### src/rsh_map.svh
// register offsets, field positions, reset values and counts of the reference select block
`ifndef RSH_MAP_SVH
`define RSH_MAP_SVH

// ****************************************
// register offsets
// ****************************************
`define RSH_OFF_CTRL 8'h00
`define RSH_OFF_PRIO 8'h04
`define RSH_OFF_HOLDOFF 8'h08
`define RSH_OFF_LOCKCFG 8'h0c
`define RSH_OFF_STATUS 8'h10
`define RSH_OFF_STICKY 8'h14

// ****************************************
// field widths and positions
// ****************************************
`define RSH_PRE_W 16
`define RSH_CTRL_MODE 0
`define RSH_CTRL_SEL 2
`define RSH_CTRL_REVERT 4
`define RSH_CTRL_VMASK 5
`define RSH_CTRL_SMASK 6
`define RSH_HO_START 0
`define RSH_HO_PRESCALE 8
`define RSH_LC_REVAL 0
`define RSH_LC_WSTART 8
`define RSH_LC_WEND 12
`define RSH_ST_REFVALID 4
`define RSH_ACTIVE_INPUT_CODE 5
`define RSH_ST_HOLD 7
`define RSH_ST_VLOST 8
`define RSH_ST_SLOST 9
`define RSH_ST_COUNT 16
`define RSH_SK_REF 4
`define RSH_SK_VLOST 5
`define RSH_SK_SLOST 6

// ****************************************
// reset values and counts
// ****************************************
`define RSH_RST_PRESCALE 16'h0001
`define RSH_RST_START 8'h00
`define RSH_RST_REVAL 8'h04
`define RSH_RST_WINDOW 3'h7
`define RSH_LOS_MISSES 2'h3
`define RSH_WIN_MIN 3'h2

`endif

### src/rsh_pkg.sv
// types of the reference select and holdover block
`include "rsh_map.svh"
package rsh_pkg;

  typedef enum logic [1:0] {
    RSH_MANUAL,
    RSH_AUTO,
    RSH_SHORT_HOLD,
    RSH_AUTO_HOLD
  } rsh_mode_type;

  typedef enum logic [1:0] {
    RSH_RUN,
    RSH_HOLD,
    RSH_COUNT,
    RSH_LOST
  } rsh_fsm_type;

  typedef struct packed {
    logic [7:0] addr;
    logic [31:0] wdata;
    logic wr;
    logic rd;
  } rsh_bus_type;

  typedef struct packed {
    logic [3:0] clk_in;
    logic los_ref_tick;
    logic vcxo_tick;
    logic feedback_edge;
    logic synth_lock_lost;
  } rsh_pins_type;

  typedef struct packed {
    rsh_mode_type mode;
    logic [1:0] man_sel;
    logic revert_enable;
    logic vcxo_lock_report_mask;
    logic synth_lock_report_mask;
    logic [3:0][1:0] prio;
    logic [`RSH_PRE_W-1:0] holdoff_prescale;
    logic [7:0] holdoff_start_value;
    logic [7:0] revalidation_count;
    logic [2:0] window_start_setting;
    logic [2:0] window_end_setting;
    logic [3:0] in_prev;
    logic tick_prev;
    logic vtick_prev;
    logic fb_prev;
    logic [3:0][1:0] miss;
    logic [3:0][7:0] good;
    logic [3:0] input_valid_live;
    logic [3:0] input_loss_sticky;
    logic [1:0] active_input_code;
    logic ref_valid_live;
    logic ref_loss_sticky;
    rsh_fsm_type fsm;
    logic [`RSH_PRE_W-1:0] pre_cnt;
    logic [7:0] hold_cnt;
    logic [6:0] ref_since_fb;
    logic [6:0] fb_since_ref;
    logic vcxo_lock_lost_live;
    logic vcxo_lock_lost_sticky;
    logic synth_lock_lost_live;
    logic synth_lock_lost_sticky;
    logic lock_q;
    logic int_n_q;
    logic freeze_q;
    logic [31:0] rdata;
  } rsh_state_type;

endpackage : rsh_pkg

### src/rsh_ctrl.sv
// reference input selection, holdover and lock detect controller
`timescale 1ns/1ps
`include "rsh_map.svh"

// Summary of operation
// - each of four inputs holds a two-bit priority, 0 lowest, 3 highest
// - priorities writable any time; auto modes reselect at once, except during the holdover countdown
// - hold-off countdown starts on reference loss, expiry reselects and reloads
// - 8-bit hold-off counter ticked by prescaled vcxo clock, start up to ff
// - an input raises no new loss event until its sticky bit is cleared
// - prescaler runs only in auto-with-holdover after loss of selected input
// - revertive: revalidated non-selected input wins only with higher priority
// - revertive off leaves selection alone; off after reset
// - short holdover: loss of designated input enters holdover, status low
// - short holdover: revalidation ends holdover, live status back to one
// - auto-with-holdover: loss of active input holds over and starts countdown
// - all inputs stay monitored during countdown with live and sticky flags
// - active input revalidated during countdown keeps selection, ignores revert
// - at expiry a revalidated active input stays selected, holdover ends
// - at expiry another valid input of top priority is chosen
// - at expiry with none valid stay in holdover, sticky clear refused
// - revertive switching resumes after countdown only if enabled
// - vcxo lock loss outside window shown live and sticky
// - vcxo lock report mask removes vcxo status from lock pin
// - window opens before reference edge, closes after it, feedback inside
// - window bound setting k from 2 to 7 gives 2^k-1 periods
// - synthesizer lock loss live, sticky, on lock pin and interrupt
// - three missing edges against the loss reference divide mark input invalid
// - input valid again after revalidation count edges, the count cleared only by three missing edges
// - auto mode: loss of selected switches to best valid, none means stay
// - manual mode follows manual select field only
module rsh_ctrl (
  // clock and reset
  input wire logic clk,
  input wire logic rst_n,
  // register port
  input wire rsh_pkg::rsh_bus_type bus,
  output logic [31:0] rdata,
  // reference inputs and loop signals
  input wire rsh_pkg::rsh_pins_type pins,
  // status pins and holdover control
  output logic [1:0] active_input_code,
  output logic holdover_freeze,
  output logic lock_pin,
  output logic interrupt_pin_n
);
  import rsh_pkg::*;

  // ****************************************
  // helper functions
  // ****************************************
  // best valid input, ties go to the lowest index
  function automatic logic [2:0] best_pick(input logic [3:0] vld, input logic [3:0][1:0] pr);
    logic [2:0] res;
    logic [1:0] top;
    res = 3'h0;
    top = 2'h0;
    for (int i = 0; i < 4; i++) begin
      if (vld[i] && (!res[2] || pr[i] > top)) begin
        res = {1'b1, 2'(i)};
        top = pr[i];
      end
    end
    return res;
  endfunction : best_pick

  // window bound from a three-bit setting
  function automatic logic [6:0] win_bound(input logic [2:0] k);
    logic [2:0] kk;
    kk = (k < `RSH_WIN_MIN) ? `RSH_WIN_MIN : k;
    // two to the k minus one
    return 7'((8'h01 << kk) - 8'h01);
  endfunction : win_bound

  rsh_state_type s_reg;
  rsh_state_type s_next;

  // ****************************************
  // next state
  // ****************************************
  always_comb begin
    logic [3:0] edge_in;
    logic tick;
    logic vtick;
    logic fb_edge;
    logic ref_edge;
    logic [3:0] reval;
    logic [3:0] lost;
    logic [2:0] best;
    logic prio_wr;
    logic expire;
    logic [31:0] rd_word;
    s_next = s_reg;
    edge_in = pins.clk_in & ~s_reg.in_prev;
    tick = pins.los_ref_tick & ~s_reg.tick_prev;
    vtick = pins.vcxo_tick & ~s_reg.vtick_prev;
    fb_edge = pins.feedback_edge & ~s_reg.fb_prev;
    ref_edge = edge_in[s_reg.active_input_code];
    reval = 4'h0;
    lost = 4'h0;
    prio_wr = 1'b0;
    expire = 1'b0;
    best = 3'h0;
    rd_word = 32'h0;
    s_next.in_prev = pins.clk_in;
    s_next.tick_prev = pins.los_ref_tick;
    s_next.vtick_prev = pins.vcxo_tick;
    s_next.fb_prev = pins.feedback_edge;

    // register writes
    if (bus.wr) begin
      case (bus.addr)
        `RSH_OFF_CTRL: begin
          s_next.mode = rsh_mode_type'(bus.wdata[`RSH_CTRL_MODE +: 2]);
          s_next.man_sel = bus.wdata[`RSH_CTRL_SEL +: 2];
          s_next.revert_enable = bus.wdata[`RSH_CTRL_REVERT];
          s_next.vcxo_lock_report_mask = bus.wdata[`RSH_CTRL_VMASK];
          s_next.synth_lock_report_mask = bus.wdata[`RSH_CTRL_SMASK];
        end
        `RSH_OFF_PRIO: begin
          s_next.prio = bus.wdata[7:0];
          prio_wr = 1'b1;
        end
        `RSH_OFF_HOLDOFF: begin
          s_next.holdoff_start_value = bus.wdata[`RSH_HO_START +: 8];
          s_next.holdoff_prescale = bus.wdata[`RSH_HO_PRESCALE +: `RSH_PRE_W];
        end
        `RSH_OFF_LOCKCFG: begin
          s_next.revalidation_count = bus.wdata[`RSH_LC_REVAL +: 8];
          s_next.window_start_setting = bus.wdata[`RSH_LC_WSTART +: 3];
          s_next.window_end_setting = bus.wdata[`RSH_LC_WEND +: 3];
        end
        `RSH_OFF_STICKY: begin
          s_next.input_loss_sticky = s_reg.input_loss_sticky & ~bus.wdata[3:0];
          s_next.vcxo_lock_lost_sticky = s_reg.vcxo_lock_lost_sticky & ~bus.wdata[`RSH_SK_VLOST];
          s_next.synth_lock_lost_sticky = s_reg.synth_lock_lost_sticky & ~bus.wdata[`RSH_SK_SLOST];
        end
        default: begin
        end
      endcase
    end

    // ****************************************
    // input activity monitors
    // ****************************************
    for (int i = 0; i < 4; i++) begin
      if (edge_in[i]) begin
        s_next.miss[i] = 2'h0;
        if (!s_reg.input_valid_live[i]) begin
          s_next.good[i] = s_reg.good[i] + 8'h01;
          if (s_reg.good[i] + 8'h01 >= s_reg.revalidation_count) begin
            s_next.input_valid_live[i] = 1'b1;
            s_next.good[i] = 8'h0;
            reval[i] = 1'b1;
          end
        end
      end else if (tick) begin
        if (s_reg.miss[i] + 2'h1 == `RSH_LOS_MISSES) begin
          s_next.good[i] = 8'h0;
          if (s_reg.input_valid_live[i]) begin
            s_next.input_valid_live[i] = 1'b0;
            lost[i] = 1'b1;
          end
        end else if (s_reg.miss[i] != `RSH_LOS_MISSES) begin
          s_next.miss[i] = s_reg.miss[i] + 2'h1;
        end
      end
      if (lost[i] && !s_reg.input_loss_sticky[i]) begin
        s_next.input_loss_sticky[i] = 1'b1;
      end
    end

    // ****************************************
    // selection state machine
    // ****************************************
    best = best_pick(s_next.input_valid_live, s_next.prio);
    case (s_next.mode)
      RSH_MANUAL: begin
        s_next.active_input_code = s_next.man_sel;
        s_next.fsm = RSH_RUN;
        s_next.ref_valid_live = s_next.input_valid_live[s_next.man_sel];
      end
      RSH_SHORT_HOLD: begin
        s_next.active_input_code = s_next.man_sel;
        s_next.fsm = s_next.input_valid_live[s_next.man_sel] ? RSH_RUN : RSH_HOLD;
        s_next.ref_valid_live = s_next.input_valid_live[s_next.man_sel];
      end
      RSH_AUTO: begin
        s_next.fsm = RSH_RUN;
        if (!s_next.input_valid_live[s_reg.active_input_code] && best[2]) begin
          s_next.active_input_code = best[1:0];
        end
        if (best[2] && (prio_wr || (s_reg.revert_enable && (|(reval & ~(4'h1 << s_reg.active_input_code)))))
            && s_next.prio[best[1:0]] > s_next.prio[s_next.active_input_code]) begin
          s_next.active_input_code = best[1:0];
        end
        s_next.ref_valid_live = s_next.input_valid_live[s_next.active_input_code];
      end
      default: begin
        case (s_reg.fsm)
          RSH_COUNT: begin
            if (vtick) begin
              if (s_reg.pre_cnt + `RSH_PRE_W'(1) >= s_reg.holdoff_prescale) begin
                s_next.pre_cnt = '0;
                if (s_reg.hold_cnt == 8'h0) begin
                  expire = 1'b1;
                end else begin
                  s_next.hold_cnt = s_reg.hold_cnt - 8'h01;
                end
              end else begin
                s_next.pre_cnt = s_reg.pre_cnt + `RSH_PRE_W'(1);
              end
            end
            if (expire) begin
              s_next.hold_cnt = s_reg.holdoff_start_value;
              if (s_next.input_valid_live[s_reg.active_input_code]) begin
                s_next.fsm = RSH_RUN;
                s_next.ref_valid_live = 1'b1;
              end else if (best[2]) begin
                s_next.active_input_code = best[1:0];
                s_next.fsm = RSH_RUN;
                s_next.ref_valid_live = 1'b1;
              end else begin
                s_next.fsm = RSH_LOST;
              end
            end
          end
          RSH_LOST: begin
            if (best[2]) begin
              s_next.active_input_code = best[1:0];
              s_next.fsm = RSH_RUN;
              s_next.ref_valid_live = 1'b1;
            end
          end
          default: begin
            s_next.fsm = RSH_RUN;
            if (!s_next.input_valid_live[s_reg.active_input_code]) begin
              s_next.fsm = RSH_COUNT;
              s_next.ref_valid_live = 1'b0;
              s_next.hold_cnt = s_reg.holdoff_start_value;
              s_next.pre_cnt = '0;
            end else begin
              s_next.ref_valid_live = 1'b1;
              if (best[2] && (prio_wr || (s_reg.revert_enable && (|(reval & ~(4'h1 << s_reg.active_input_code)))))
                  && s_next.prio[best[1:0]] > s_next.prio[s_reg.active_input_code]) begin
                s_next.active_input_code = best[1:0];
              end
            end
          end
        endcase
      end
    endcase

    // reference sticky loss, clear refused while no valid reference
    if (bus.wr && bus.addr == `RSH_OFF_STICKY && bus.wdata[`RSH_SK_REF] && s_next.ref_valid_live) begin
      s_next.ref_loss_sticky = 1'b0;
    end
    if (s_reg.ref_valid_live && !s_next.ref_valid_live) begin
      s_next.ref_loss_sticky = 1'b1;
    end

    // ****************************************
    // lock detector
    // ****************************************
    if (ref_edge) begin
      s_next.fb_since_ref = 7'h0;
      if (s_reg.ref_since_fb != 7'h7f) begin
        s_next.ref_since_fb = s_reg.ref_since_fb + 7'h01;
      end
      if (s_reg.ref_since_fb >= win_bound(s_reg.window_start_setting)) begin
        s_next.vcxo_lock_lost_live = 1'b1;
      end
    end
    if (fb_edge) begin
      s_next.ref_since_fb = 7'h0;
      if (!ref_edge && s_reg.fb_since_ref != 7'h7f) begin
        s_next.fb_since_ref = s_reg.fb_since_ref + 7'h01;
      end
      s_next.vcxo_lock_lost_live = !(ref_edge || s_reg.fb_since_ref < win_bound(s_reg.window_end_setting));
    end
    if (s_next.vcxo_lock_lost_live) begin
      s_next.vcxo_lock_lost_sticky = 1'b1;
    end
    s_next.synth_lock_lost_live = pins.synth_lock_lost;
    if (pins.synth_lock_lost) begin
      s_next.synth_lock_lost_sticky = 1'b1;
    end

    // ****************************************
    // pins and read data
    // ****************************************
    // masked lock reporting
    s_next.lock_q = !(s_next.vcxo_lock_lost_live && !s_next.vcxo_lock_report_mask)
                    && !(s_next.synth_lock_lost_live && !s_next.synth_lock_report_mask);
    s_next.int_n_q = !(s_next.synth_lock_lost_sticky || s_next.vcxo_lock_lost_sticky
                       || s_next.ref_loss_sticky || (|s_next.input_loss_sticky));
    s_next.freeze_q = (s_next.fsm != RSH_RUN);
    case (bus.addr)
      `RSH_OFF_CTRL: rd_word = {25'h0, s_reg.synth_lock_report_mask, s_reg.vcxo_lock_report_mask,
                                s_reg.revert_enable, s_reg.man_sel, s_reg.mode};
      `RSH_OFF_PRIO: rd_word = {24'h0, s_reg.prio};
      `RSH_OFF_HOLDOFF: rd_word = {8'h0, s_reg.holdoff_prescale, s_reg.holdoff_start_value};
      `RSH_OFF_LOCKCFG: rd_word = {17'h0, s_reg.window_end_setting, 1'b0, s_reg.window_start_setting,
                                   s_reg.revalidation_count};
      `RSH_OFF_STATUS: rd_word = {8'h0, s_reg.hold_cnt, 6'h0, s_reg.synth_lock_lost_live,
                                  s_reg.vcxo_lock_lost_live, s_reg.freeze_q, s_reg.active_input_code,
                                  s_reg.ref_valid_live, s_reg.input_valid_live};
      `RSH_OFF_STICKY: rd_word = {25'h0, s_reg.synth_lock_lost_sticky, s_reg.vcxo_lock_lost_sticky,
                                  s_reg.ref_loss_sticky, s_reg.input_loss_sticky};
      default: rd_word = 32'h0;
    endcase
    s_next.rdata = bus.rd ? rd_word : 32'h0;
  end

  // ****************************************
  // state register
  // ****************************************
  always_ff @(posedge clk or negedge rst_n) begin
    if (!rst_n) begin
      s_reg <= '0;
      s_reg.revert_enable <= 1'b0;
      s_reg.holdoff_prescale <= `RSH_RST_PRESCALE;
      s_reg.holdoff_start_value <= `RSH_RST_START;
      s_reg.revalidation_count <= `RSH_RST_REVAL;
      s_reg.window_start_setting <= `RSH_RST_WINDOW;
      s_reg.window_end_setting <= `RSH_RST_WINDOW;
      s_reg.int_n_q <= 1'b1;
      s_reg.lock_q <= 1'b1;
    end else begin
      s_reg <= s_next;
    end
  end

  assign rdata = s_reg.rdata;
  assign active_input_code = s_reg.active_input_code;
  assign holdover_freeze = s_reg.freeze_q;
  assign lock_pin = s_reg.lock_q;
  assign interrupt_pin_n = s_reg.int_n_q;

endmodule : rsh_ctrl

### config.mk
export PLATFORM = sky130hd
export DESIGN_NAME = rsh_ctrl
export DESIGN_NICKNAME = d
export VERILOG_FILES = /design/src/rsh_pkg.sv /design/src/rsh_ctrl.sv
export VERILOG_INCLUDE_DIRS = /design/src
export SDC_FILE = /design/constraint.sdc
export NUM_CORES = 1
export LEC_CHECK = 0
export ABC_AREA = 1
export BUFFER_PORTS_ARGS = -buffer_cell sky130_fd_sc_hd__buf_4
export CAP_MARGIN = 10
export CORE_MARGIN = 2
export CORE_UTILIZATION = 55
export CTS_CLUSTER_DIAMETER = 200
export DETAILED_ROUTE_END_ITERATION = 10
export PLACE_DENSITY_LB_ADDON = 0.05
export SYNTH_ARGS = -nofsm -noshare
export SYNTH_HDL_FRONTEND = slang
export SYNTH_SLANG_ARGS = --single-unit
### constraint.sdc
create_clock -name clk -period 6.5 [get_ports clk]
set_clock_uncertainty 0.1 [all_clocks]
set_input_delay 0 -clock clk [delete_from_list [all_inputs] [get_ports clk]]
set_output_delay 0 -clock clk [all_outputs]
set_load 0.05 [all_outputs]
# Word-level counts from Yosys, hierarchy flattened
# Index checks and enable logic that the tools add are counted.
dict set report word_totals {
  register_bits 191
  inputBits 52
  output_inout_bits 37
  elab_cells 379
}
dict set report op_classes {
  add_sub_neg 14
  order_cmp 19
  eq_ne 34
  shift 3
  n_mux 163
  bitwise 18
  n_reduce_logical 84
}
# op n
set op_table {}
lappend op_table {{8-bit two-way mux} 24}
lappend op_table {{24-bit case mux with 6 select lines} 1}
lappend op_table {{1-bit two-way mux} 71}
lappend op_table {{2-bit two-way mux} 33}
lappend op_table {{53-bit two-way mux} 1}
lappend op_table {{24-bit two-way mux} 2}
lappend op_table {{24-bit case mux with 2 select lines} 1}
lappend op_table {{8-bit by 1-bit adder with 8-bit output, second input constant} 4}
lappend op_table {{8-bit >= comparator} 4}
lappend op_table {{32-bit two-way mux} 1}
lappend op_table {{15-bit two-way mux} 2}
lappend op_table {{2-bit nonzero test} 15}
lappend op_table {{26-bit two-way mux} 1}
lappend op_table {{2-bit != test, second input constant} 13}
lappend op_table {{3-bit two-way mux} 8}
lappend op_table {{3-bit AND reduction} 8}
lappend op_table {{7-bit two-way mux} 3}
lappend op_table {{1-bit logical AND} 20}
lappend op_table {{16-bit by 1-bit adder with 16-bit output, second input constant} 1}
lappend op_table {{8-bit by 4-bit equality test with 1-bit output, second input constant} 2}
lappend op_table {{8-bit by 5-bit equality test with 1-bit output, second input constant} 2}
lappend op_table {{16-bit >= comparator} 1}
lappend op_table {{1-bit logical NOT} 16}
lappend op_table {{8-bit logical NOT} 2}
lappend op_table {{other kinds (38)} 99}

# Longest topological paths before layout
# Gate-level depths: netlist of the first run.
dict set report logic_depth {
  word_depth 36
  ltp_mapped 55
  depth_no_buf 55
}

# Least setup slack after synthesis of the first run
# Ideal clock, no wire load.
dict set report synth_path {
  kind {flip-flop to flip-flop}
  startpoint {register s_reg[91] in the netlist's numbering}
  endpoint {register s_reg, in the netlist active_input_code[0]}
  setup_time_ns 0.113
  arrival_time_ns 5.790
  t_required_ns 6.287
  setup_slack_ns 0.497
  stages_incl_launch_ff 47
  n_path_buf 0
  period_less_slack_ns 6.003
  cell_sequence {dfrtp_1 -> nand3_1 -> nor3_1 -> nand2_1 -> xor2_1 -> ha_1 -> nand2_1 -> o21a_1 -> nand3_1 -> nand2_1 -> nor2_1 -> inv_1 -> ha_1 -> inv_1 -> nor2_1 -> o21ai_0 -> nand3_1 -> nand2_1 -> [11 not listed] -> nor2_1 -> o21ai_0 -> nand2_1 -> nand2_1 -> nand2_1 -> nand2_1 -> nand2_1 -> o21ai_0 -> nand2_1 -> ha_1 -> a22oi_1 -> nand3_1 -> inv_1 -> nand2_1 -> nand3_1 -> nand3_1 -> nand2_1 -> inv_1}
}
dict set report synth_via {
  elab_chain_cells 28
  elab_cells_between_ends 58
  cone_classes {1 x add/sub; 6 x order compare; 1 x eq/ne; 29 x mux; 1 x bitwise; 20 x reduce/logical}
}
# item line
set synth_rtl {}
lappend synth_rtl {{from (decl)} rsh_ctrl.sv:75} ;# rsh_state_type s_reg;
lappend synth_rtl {{from (signal assigned)} rsh_ctrl.sv:330} ;# s_reg <= s_next;
lappend synth_rtl {{8-bit by 1-bit adder with 8-bit output *} rsh_ctrl.sv:151} ;# if (s_reg.good[i] + 8'h01 >= s_reg.revalidation_count) begin
lappend synth_rtl {{8-bit >= comparator *} rsh_ctrl.sv:151}
lappend synth_rtl {{1-bit two-way mux *} rsh_ctrl.sv:151}
lappend synth_rtl {{1-bit two-way mux} rsh_ctrl.sv:149} ;# if (!s_reg.input_valid_live[i]) begin
lappend synth_rtl {{1-bit two-way mux} rsh_ctrl.sv:147} ;# if (edge_in[i]) begin
lappend synth_rtl {{2-bit two-way mux / 3-bit two-way mux (equally long branches)} rsh_ctrl.sv:59} ;# if (vld[i] && (!res[2] || pr[i] > top)) begin
lappend synth_rtl {{2-bit greater-than comparator / 1-bit logical NOT (equally long branches)} rsh_ctrl.sv:59}
lappend synth_rtl {{1-bit logical OR} rsh_ctrl.sv:59}
lappend synth_rtl {{[12 not listed]} -}
lappend synth_rtl {{2-bit two-way mux} rsh_ctrl.sv:177} ;# case (s_next.mode)
lappend synth_rtl {{2-bit binary-select mux with 2-bit select} rsh_ctrl.sv:194} ;# && s_next.prio[best[1:0]] > s_next.prio[s_next.active_input_code]) begin
lappend synth_rtl {{2-bit two-way mux (not written as such)} rsh_ctrl.sv:194}
lappend synth_rtl {{2-bit greater-than comparator} rsh_ctrl.sv:194}
lappend synth_rtl {{1-bit logical AND} rsh_ctrl.sv:194}
lappend synth_rtl {{2-bit two-way mux} rsh_ctrl.sv:193} ;# if (best[2] && (prio_wr || (s_reg.revert_enable && (|(reval & ~(4'h1 << s_reg.active_input_code)))))
lappend synth_rtl {{2-bit two-way mux} rsh_ctrl.sv:177}
lappend synth_rtl {{3-bit case mux with 2 select lines} rsh_ctrl.sv:177}
# Every way passes the cells marked *; elsewhere a longest branch is shown, timed or not. The select of a mux whose other input is x is not followed.
# A chain may end at the register's enable or synchronous reset.

# Final worst setup path of the first run
dict set report layout_path {
  startpoint {register s_reg[93] in the netlist's numbering}
  endpoint {register s_reg, in the netlist active_input_code[1]}
}
# The elaborated chain is that of the path after synthesis.

==> flow_results.org, run 1 <==
** Outcome
- Result of the run :: complete, no violations

** STA
- Number of hold violations in the final report :: 0
- Setup violations remaining at the end of the flow were counted as 0.
- RSZ-0062 raised after global routing :: true
- Fmax :: 164 MHz
- For the pin with the worst max-slew slack, the measured transition is 0.929 ns.
- Final critical delay including setup and external delays :: 6.10 ns
- Worst max-slew margin expressed relative to the limit :: 0.381
- Setup total negative slack :: 0 ns
- Of the available clock period, the critical path in the final layout requires 0.939.
- Number of pins with negative max-slew slack in the final report :: 0
- Fin Hold WS :: 0.0310 ns

** Detailed routing
- Final ANT Viol Nets :: 0
- Dividing the detail-routed wire length by the instance count gives 15.3 um.
- Met1 wire length :: 12.6 mm
- For this block, the initial DRC count from the detailed router was 647.
- The first TritonRoute pass finished after 6 iterations.
- Using the TritonRoute via totals, the vias-per-cell ratio works out to 5.24.
- Top Layer Used :: met4
- Remaining design rule violation count :: 0
- The final layout contains routed wiring with a total length of 27.9 mm.
- Detailed-routed wire length on met3 :: 1.20 mm
- The routed layout has 9,567 vias.
- Met2 Routed Length :: 13.5 mm

** Place
- During placement, the flow inserted port buffers numbering 72.
- Placer Congestion :: 0.936
- HPWL Detailed :: 20.7 mm
- Instance area at placement :: 0.0118 mm^2

** Hold path
- The worst hold path belongs to the class input port to flop.
- Start point of the worst hold path :: bus[36]
- Endpoint, Worst Hold :: rdata[18]
- Worst hold path depth :: 4

** Die
- 89 I/O pins were placed.
- Row generation in the floorplan step produced 52 rows.
- After floorplanning, the core was sized to cover 0.0200 mm^2.
- Die footprint :: 0.0214 mm^2
- Starting density of the core :: 0.555
- Height of the chip :: 146 um
- Die boundary width :: 146 um

** Global route
- Overall track demand over capacity in global routing :: 0.266
- First-pass GRT wire length :: 45.5 mm
- After global routing the overflow that remains totals 0.
- Maximum number of pins on one net before global-route repair :: 113
- The via count of the first global-routing pass is 9,186.
- The number of antenna violations at the first check in global routing came to 0.

** Synth
- Number of synthesized flops with an enable pin :: 0
- Synth warnings :: 0
- In the synthesized netlist the dominant register cell turns out to be dfrtp_1.
- Number of distinct library cells after synthesis :: 47
- Flip-flop and latch count after synthesis :: 183
- Of the synthesized area, sequential elements account for 0.413.
- Library cell with the highest instance count after synthesis :: nand2_1
- Top cells by instance count after synthesis :: 319 x nand2_1, 260 x inv_1, 173 x dfrtp_1, 110 x nor2_1, 101 x o21ai_0
- Share of the synthesized area in the top cell type :: 0.389
- Averaged over all synthesized cells, the footprint is 7.76 um^2.
- The cell area that synthesis handed to floorplanning was 0.0111 mm^2.
- Dominant cell type by area after synthesis :: dfrtp_1
- Leading cell types by total area after synthesis :: dfrtp_1 39%, nand2_1 11%, ha_1 9.9%
- Synth async-reset ratio :: 1.00
- After technology mapping, the gate count stands at 1,434.

** Clock network
- Buffer depth of the longest clock path :: 2
- CTS clk-pin slew, worst paths :: 0.07 ns
- TritonCTS built the clock tree.
- The tree is rooted in a clkbuf_16.
- H-tree depth :: 4
- Clock Latency Late Sink :: 0.43 ns
- Clock buffer count from CTS :: 17
- Number of sinks on the clock net :: 183

** Worst setup path
- Crit-path slowest cell :: dfrtp_1
- Type of the setup path with the least slack :: flop to flop
- Critical Path Most Common Cell :: nand2_2
- Critical R2R Capture :: active_input_code[1]
- Worst r2r src :: s_reg[93]
- Type of origin of the critical path :: flop
- Worst path required time :: 6.74 ns
- Arrival @ worst endpoint :: 6.34 ns
- STA classifies the critical path endpoint as a flop.
- Maximum cell stage delay along the critical path :: 0.41 ns
- Number of cells traversed by the worst register-to-register path :: 49
- Maximum fanout along the worst path :: 6
- For flop-to-flop paths, the worst setup slack is 0.40 ns.

** Power and ir drop
- PD cells :: 371 mW/mm^2
- The analysis attributes to cell leakage a power of 6.75 nW.
- Across the VDD grid, the largest voltage drop is 0.000287 V.

** Job
- Max-cap violations in this run came to 0.

** Layout
- 0 antenna diodes ended up in the layout.
- The final layout contains 1,682 nets.
- Share of cells above drive strength 1 :: 0.123
- Final Instance Area :: 0.0130 mm^2
- Area growth from synthesis to final layout :: 16.8%
- The register with the most flip-flops in the layout has 154 of them.
where the power goes:
group          internal [mW]  switching, mW
registers               1.34          0.169
clock network          0.542          0.456
logic                  0.889           1.43
placed cells by master, fill, tap and decap left out, drive strengths merged, types with 2 or more instances in the layout:
cell | Yosys | routed
a22oi | 9 | 9
nor4 | 3 | 3
clkinv | 0 | 5
dlygate4sd3 | 0 | 37
a211oi | 7 | 7
o211ai | 2 | 2
o31ai | 2 | 2
nand2 | 323 | 323
inv | 262 | 264
a22o | 3 | 3
o21a | 6 | 6
dfstp | 10 | 10
a31oi | 2 | 2
ha | 88 | 88
nor2 | 113 | 113
a221oi | 4 | 4
conb | 2 | 12
xnor2 | 2 | 2
a32o | 8 | 8
a21oi | 87 | 87
nand3 | 59 | 59
xor2 | 35 | 35
buf | 36 | 92
o21ai | 105 | 105
clkinvlp | 0 | 2
nor3 | 24 | 24
dfrtp | 173 | 173
o22ai | 31 | 31
clkbuf | 15 | 23
a41oi | 2 | 2
nand4 | 13 | 13
layer usage:
metal,global-route usage,vias up
met5,0,-
met4,0.0888,0
met3,0.0359,48
met2,0.457,246
met1,0.350,4461
li1,-,4812
cell families (layout without fill, tap and decap cells):
| group | after synthesis | count (layout) | share of synthesized area |
|---|---|---|---|
| other | 2 | 12 | 0.000675 |
| and+or+nand+nor | 536 | 536 | 0.198 |
| buffers and inverters | 313 | 424 | 0.118 |
| DFF | 183 | 183 | 0.413 |
| adders and majority gates | 88 | 88 | 0.0989 |
| AOI/OAI and AO/OA | 274 | 274 | 0.142 |
| muxes | 1 | 1 | 0.000899 |
| xor gates and xnor gates | 37 | 37 | 0.0291 |
stage by stage:
step	utilization	power [mW]	setup slack, ns	instances
after floorplan	-	3.00	0.497	1444
after global placement	0.589	3.44	0.151	1744
after detailed placement	0.589	3.50	-0.103	1744
after CTS	0.636	4.53	0.0245	1814
after global routing	0.649	5.24	-0.111	1825
final	0.649	4.83	0.395	1825
critical path, delay by kind of cell, from the launching register on:
kind | cells | cell delay [ns]
xor gates and xnor gates | 1 | 0.20
adders and majority gates | 5 | 1.52
DFF | 1 | 0.41
buffers and inverters | 7 | 0.52
AOI/OAI and AO/OA | 10 | 1.02
and+or+nand+nor | 26 | 2.24
how the worst max path moves through the flow:
stage	from	to	slack, ns	cells after the start
6_report	s_reg[93]	active_input_code[1]	0.40	49
5_1_grt	s_reg[93]	active_input_code[1]	-0.11	50
4_1_cts	s_reg[91]	active_input_code[0]	0.02	48
3_5_place_dp	s_reg[91]	active_input_code[0]	-0.10	48
3_3_place_gp	s_reg[91]	active_input_code[0]	0.15	48
2_1_floorplan	s_reg[91]	active_input_code[0]	0.50	46
layout make-up:
type                    count  area [um^2]
flip-flops and latches    183         4590
repair buffers            130         1080
well taps                 270          338
inverters                 262          983
clock buffers              22          454
clock inverters            10         98.8
fillers                  1781         7040
multi-input cells         948         5450
timing repair:
item	in CTS	in global routing
setup endpoints to repair	2	2
buffers inserted	1	11
pin swaps	0	43
resized for setup	2	56
cloned	0	0
hold buffers	37	0
hold endpoints to repair	185	0
No activity file was read; power rests on OpenSTA's default activity.
==> run 2, diff against run 1 <==
--- a/config.mk
+++ b/config.mk
@@ -13,6 +13,7 @@
 export CORE_UTILIZATION = 55
 export CTS_CLUSTER_DIAMETER = 200
 export DETAILED_ROUTE_END_ITERATION = 10
+export GPL_TIMING_DRIVEN = 0
 export PLACE_DENSITY_LB_ADDON = 0.05
 export SYNTH_ARGS = -nofsm -noshare
 export SYNTH_HDL_FRONTEND = slang
==> flow_results.org, run 2 (synthesis gave the netlist of run 1 again) <==
** Clock network
- TritonCTS clock tree :: done
- CTS clk-pin slew, worst paths :: 0.07 ns (about the same)
- The later-pin clock latency in the skew report was 0.44 ns (about the same).
- Number of sinks on the clock net :: 183 (unchanged)
- The buffer levels on the longest clock path is 2 (unchanged).
- Clock buffer count from CTS :: 17 (unchanged)
- The number of levels in the clock H-tree came to 4 (unchanged).
- Cell at the root of the clock tree :: clkbuf_16

** STA
- The final number of hold-violating endpoints is 0 (unchanged).
- Final critical delay including setup and external delays :: 6.19 ns (+0.0853 ns)
- Worst max-slew margin expressed relative to the limit :: 0.349 (-0.0322)
- The setup violation total in the final timing report came to 0 (unchanged).
- The max-slew violation count is 0 (unchanged).
- Setup total negative slack :: 0 ns (unchanged)
- Slack of the critical path :: 0.310 ns (-0.0853 ns)
- The final critical-path share of the clock period came to 0.952 (+0.0131).
- Fmax :: 162 MHz (-1.4%)
- The actual slew at the worst max-slew pin came to 0.968 ns (+0.0393 ns).
- The worst hold slack after final layout is 0.0228 ns (-0.00815 ns).

** Global route
- First-pass GRT wire length :: 46.1 mm (+1.4%)
- The via count of the first global-routing pass is 9,446 (+2.8%).
- GRT Residual Overflow :: 0 (unchanged)
- The global-route usage over all layers was 0.271 (+0.00422).
- Maximum number of pins on one net before global-route repair :: 109 (-3.5%)
- The number of antenna violations at the first check in global routing is 0 (unchanged).

** Die
- The die outline height is 146 um (unchanged).
- The overall die width is 146 um (unchanged).
- Die footprint :: 0.0214 mm^2 (unchanged)
- The site row count is 52 (unchanged).
- Number of I/O pins :: 89 (unchanged)
- The area inside the core boundary was 0.0200 mm^2 (unchanged).
- The initial standard-cell utilization of the core came to 0.555 (unchanged).

** Worst setup path
- The setup path with the least slack is of type flop to flop.
- The data arrival time of the worst path came to 6.43 ns (+0.09 ns).
- Among all stages on the critical path, the largest delay is contributed by dfrtp_1.
- STA classifies the critical path endpoint as a flop.
- The worst stage delay on the critical path was 0.41 ns (about the same).
- Worst path required time :: 6.74 ns (about the same)
- R2r setup slk :: 0.31 ns (-0.09 ns)
- Type of origin of the critical path :: flop
- The most numerous cell type found on the critical path is nand2_1.
- Maximum fanout along the worst path :: 6 (unchanged)

** Detailed routing
- The average vias per placed instance was 5.24 (about the same).
- The length of the first detailed-routing pass in iterations came to 5 (-1).
- The total via count after detailed routing came to 9,809 (+2.5%).
- The final wirelength came to 28.2 mm (+1.1%).
- Remaining design rule violation count :: 0 (unchanged)
- Final ANT Viol Nets :: 0 (unchanged)
- Violation count after the first detailed-route iteration :: 718 (+11%)
- The routed wirelength normalized by instance count was 15.1 um (-1.5%).

** Layout
- The flip-flop count of the largest register after layout was 154 (unchanged).
- Antenna fix cells :: 0 (unchanged)
- Combined flip-flop and latch cell area :: 0.00459 mm^2 (unchanged)
- Relative to the synthesized area, the layout overhead comes to 19.2%.
- Filler instances :: 1,738 (-2.4%)
- The area of the multi-input gates was 0.00541 mm^2 (-0.87%).
- The share of the core filled with cells came to 0.662 (+0.0132).
- Final-stage net count :: 1,730 (+2.9%)
- Commonest non-fill, non-tap cell in the layout :: nand2_1
- Most frequent cells in the layout :: 306 x nand2_1, 257 x inv_1, 173 x dfrtp_1, 119 x buf_4, 108 x nor2_1
- The proportion of layout cells with a drive suffix above 1 is 0.127 (+0.00443).

** Power and ir drop
- Internal power consumption :: 2.74 mW (-1.2%)
- PD cells :: 359 mW/mm^2 (-3.4%)
- The worst vdd rail ir drop came to 0.000241 V (-16%).
- Switching share of total power :: 0.424 (-0.00123)
- The power spent charging and discharging nets is 2.02 mW (-1.7%).
- The sequential share of power is 0.318 (+0.005).
- Share of total power in the clock network :: 0.201 (-0.006)
- Leakage dissipation :: 6.93 nW (+2.7%)
- The combinational group share of total power came to 0.482 (+0.002).

** Job
- The number of max-cap violations was 0 (unchanged).

** Place
- The count of input and output buffers came to 72 (unchanged).
- HPWL Detailed :: 21.1 mm (+1.7%)
- The pre-CTS setup slack is -0.459 ns (-0.356 ns).
- Placer Congestion :: 0.946 (+1.1%)

** Hold path
- The path class of the tightest hold or removal check is input port to async pin.

** Outcome
- Result of the run :: complete, no violations
-- run 2: cell count changes in the layout (fill, tap and decap cells not counted), moves of 4 or more --
cell / before / now
nand2_2: 21 / 14
nand2_1: 300 / 306
buf_4: 91 / 119
clkbuf_1: 4 / 19
nand3_2: 6 / 2
-- run 2: through the flow --
| step | std cells | power (mW) | cell area [um^2] |
|---|---|---|---|
| after floorplan | 1444 | 3.00 | 11200 |
| after global placement | 1786 | 3.43 | 12000 |
| after global routing | 1873 | 5.17 | 13300 |
| after CTS | 1861 | 4.49 | 13000 |
| after detailed placement | 1787 | 3.49 | 12100 |
| final | 1873 | 4.76 | 13300 |
-- run 2: layer usage --
| layer | GRT usage | share of wire | vias up |
|---|---|---|---|
| li1 | - | - | 4920 |
| met1 | 0.355 | 0.44 | 4518 |
| met2 | 0.443 | 0.47 | 293 |
| met3 | 0.0394 | 0.047 | 78 |
| met4 | 0.133 | 0.044 | 0 |
| met5 | 0 | 0 | - |
-- run 2: worst paths after layout --
| path | from | end | cells after the start |
|---|---|---|---|
| worst min register to register | s_reg[161] | s_reg[161] | 2 |
| max in group asynchronous | rst_n | interrupt_pin_n | 3 |
| worst max register to register | s_reg[91] | active_input_code[0] | 50 |
| worst max-delay path | s_reg[91] | active_input_code[0] | 50 |
| worst min-delay path | rst_n | s_reg[39] | 2 |
| min in group clk | bus[38] | rdata[5] | 6 |
-- run 2: repair_timing --
item                                   in CTS  in global routing
setup endpoints to repair                   2                  2
hold buffers                               40                  0
resized for setup                           7                 41
pin swaps                                   1                 19
endpoints found under the hold margin     162                  0
gates cloned                                0                  0
setup buffers                               2                 12
-- run 2: layout make-up --
type / count / area share
multi-input combinational: 948 / 0.408
sequential: 183 / 0.346
timing repair buffer: 127 / 0.0815
inverter: 262 / 0.0741
clock buffer: 25 / 0.0366
tap: 270 / 0.0255
buffer: 51 / 0.0248
clock inverter: 7 / 0.00368
-- run 2: power groups by stage --
stage,sequential (mW),combinational [mW],clock [mW]
after floorplan,1.50,1.50,0
after global placement,1.52,1.91,0
after detailed placement,1.53,1.96,0
after CTS,1.51,2.02,0.969
after global routing,1.54,2.62,1.01
final,1.51,2.29,0.955
-- run 2: worst max-delay path, delay by kind of cell (launching register included) --
kind	cells	cell delay, ns
and+or+nand+nor	26	2.36
DFF	1	0.41
xor gates and xnor gates	1	0.18
adders and majority gates	5	1.39
AOI/OAI and AO/OA	10	1.17
buffers and inverters	8	0.50
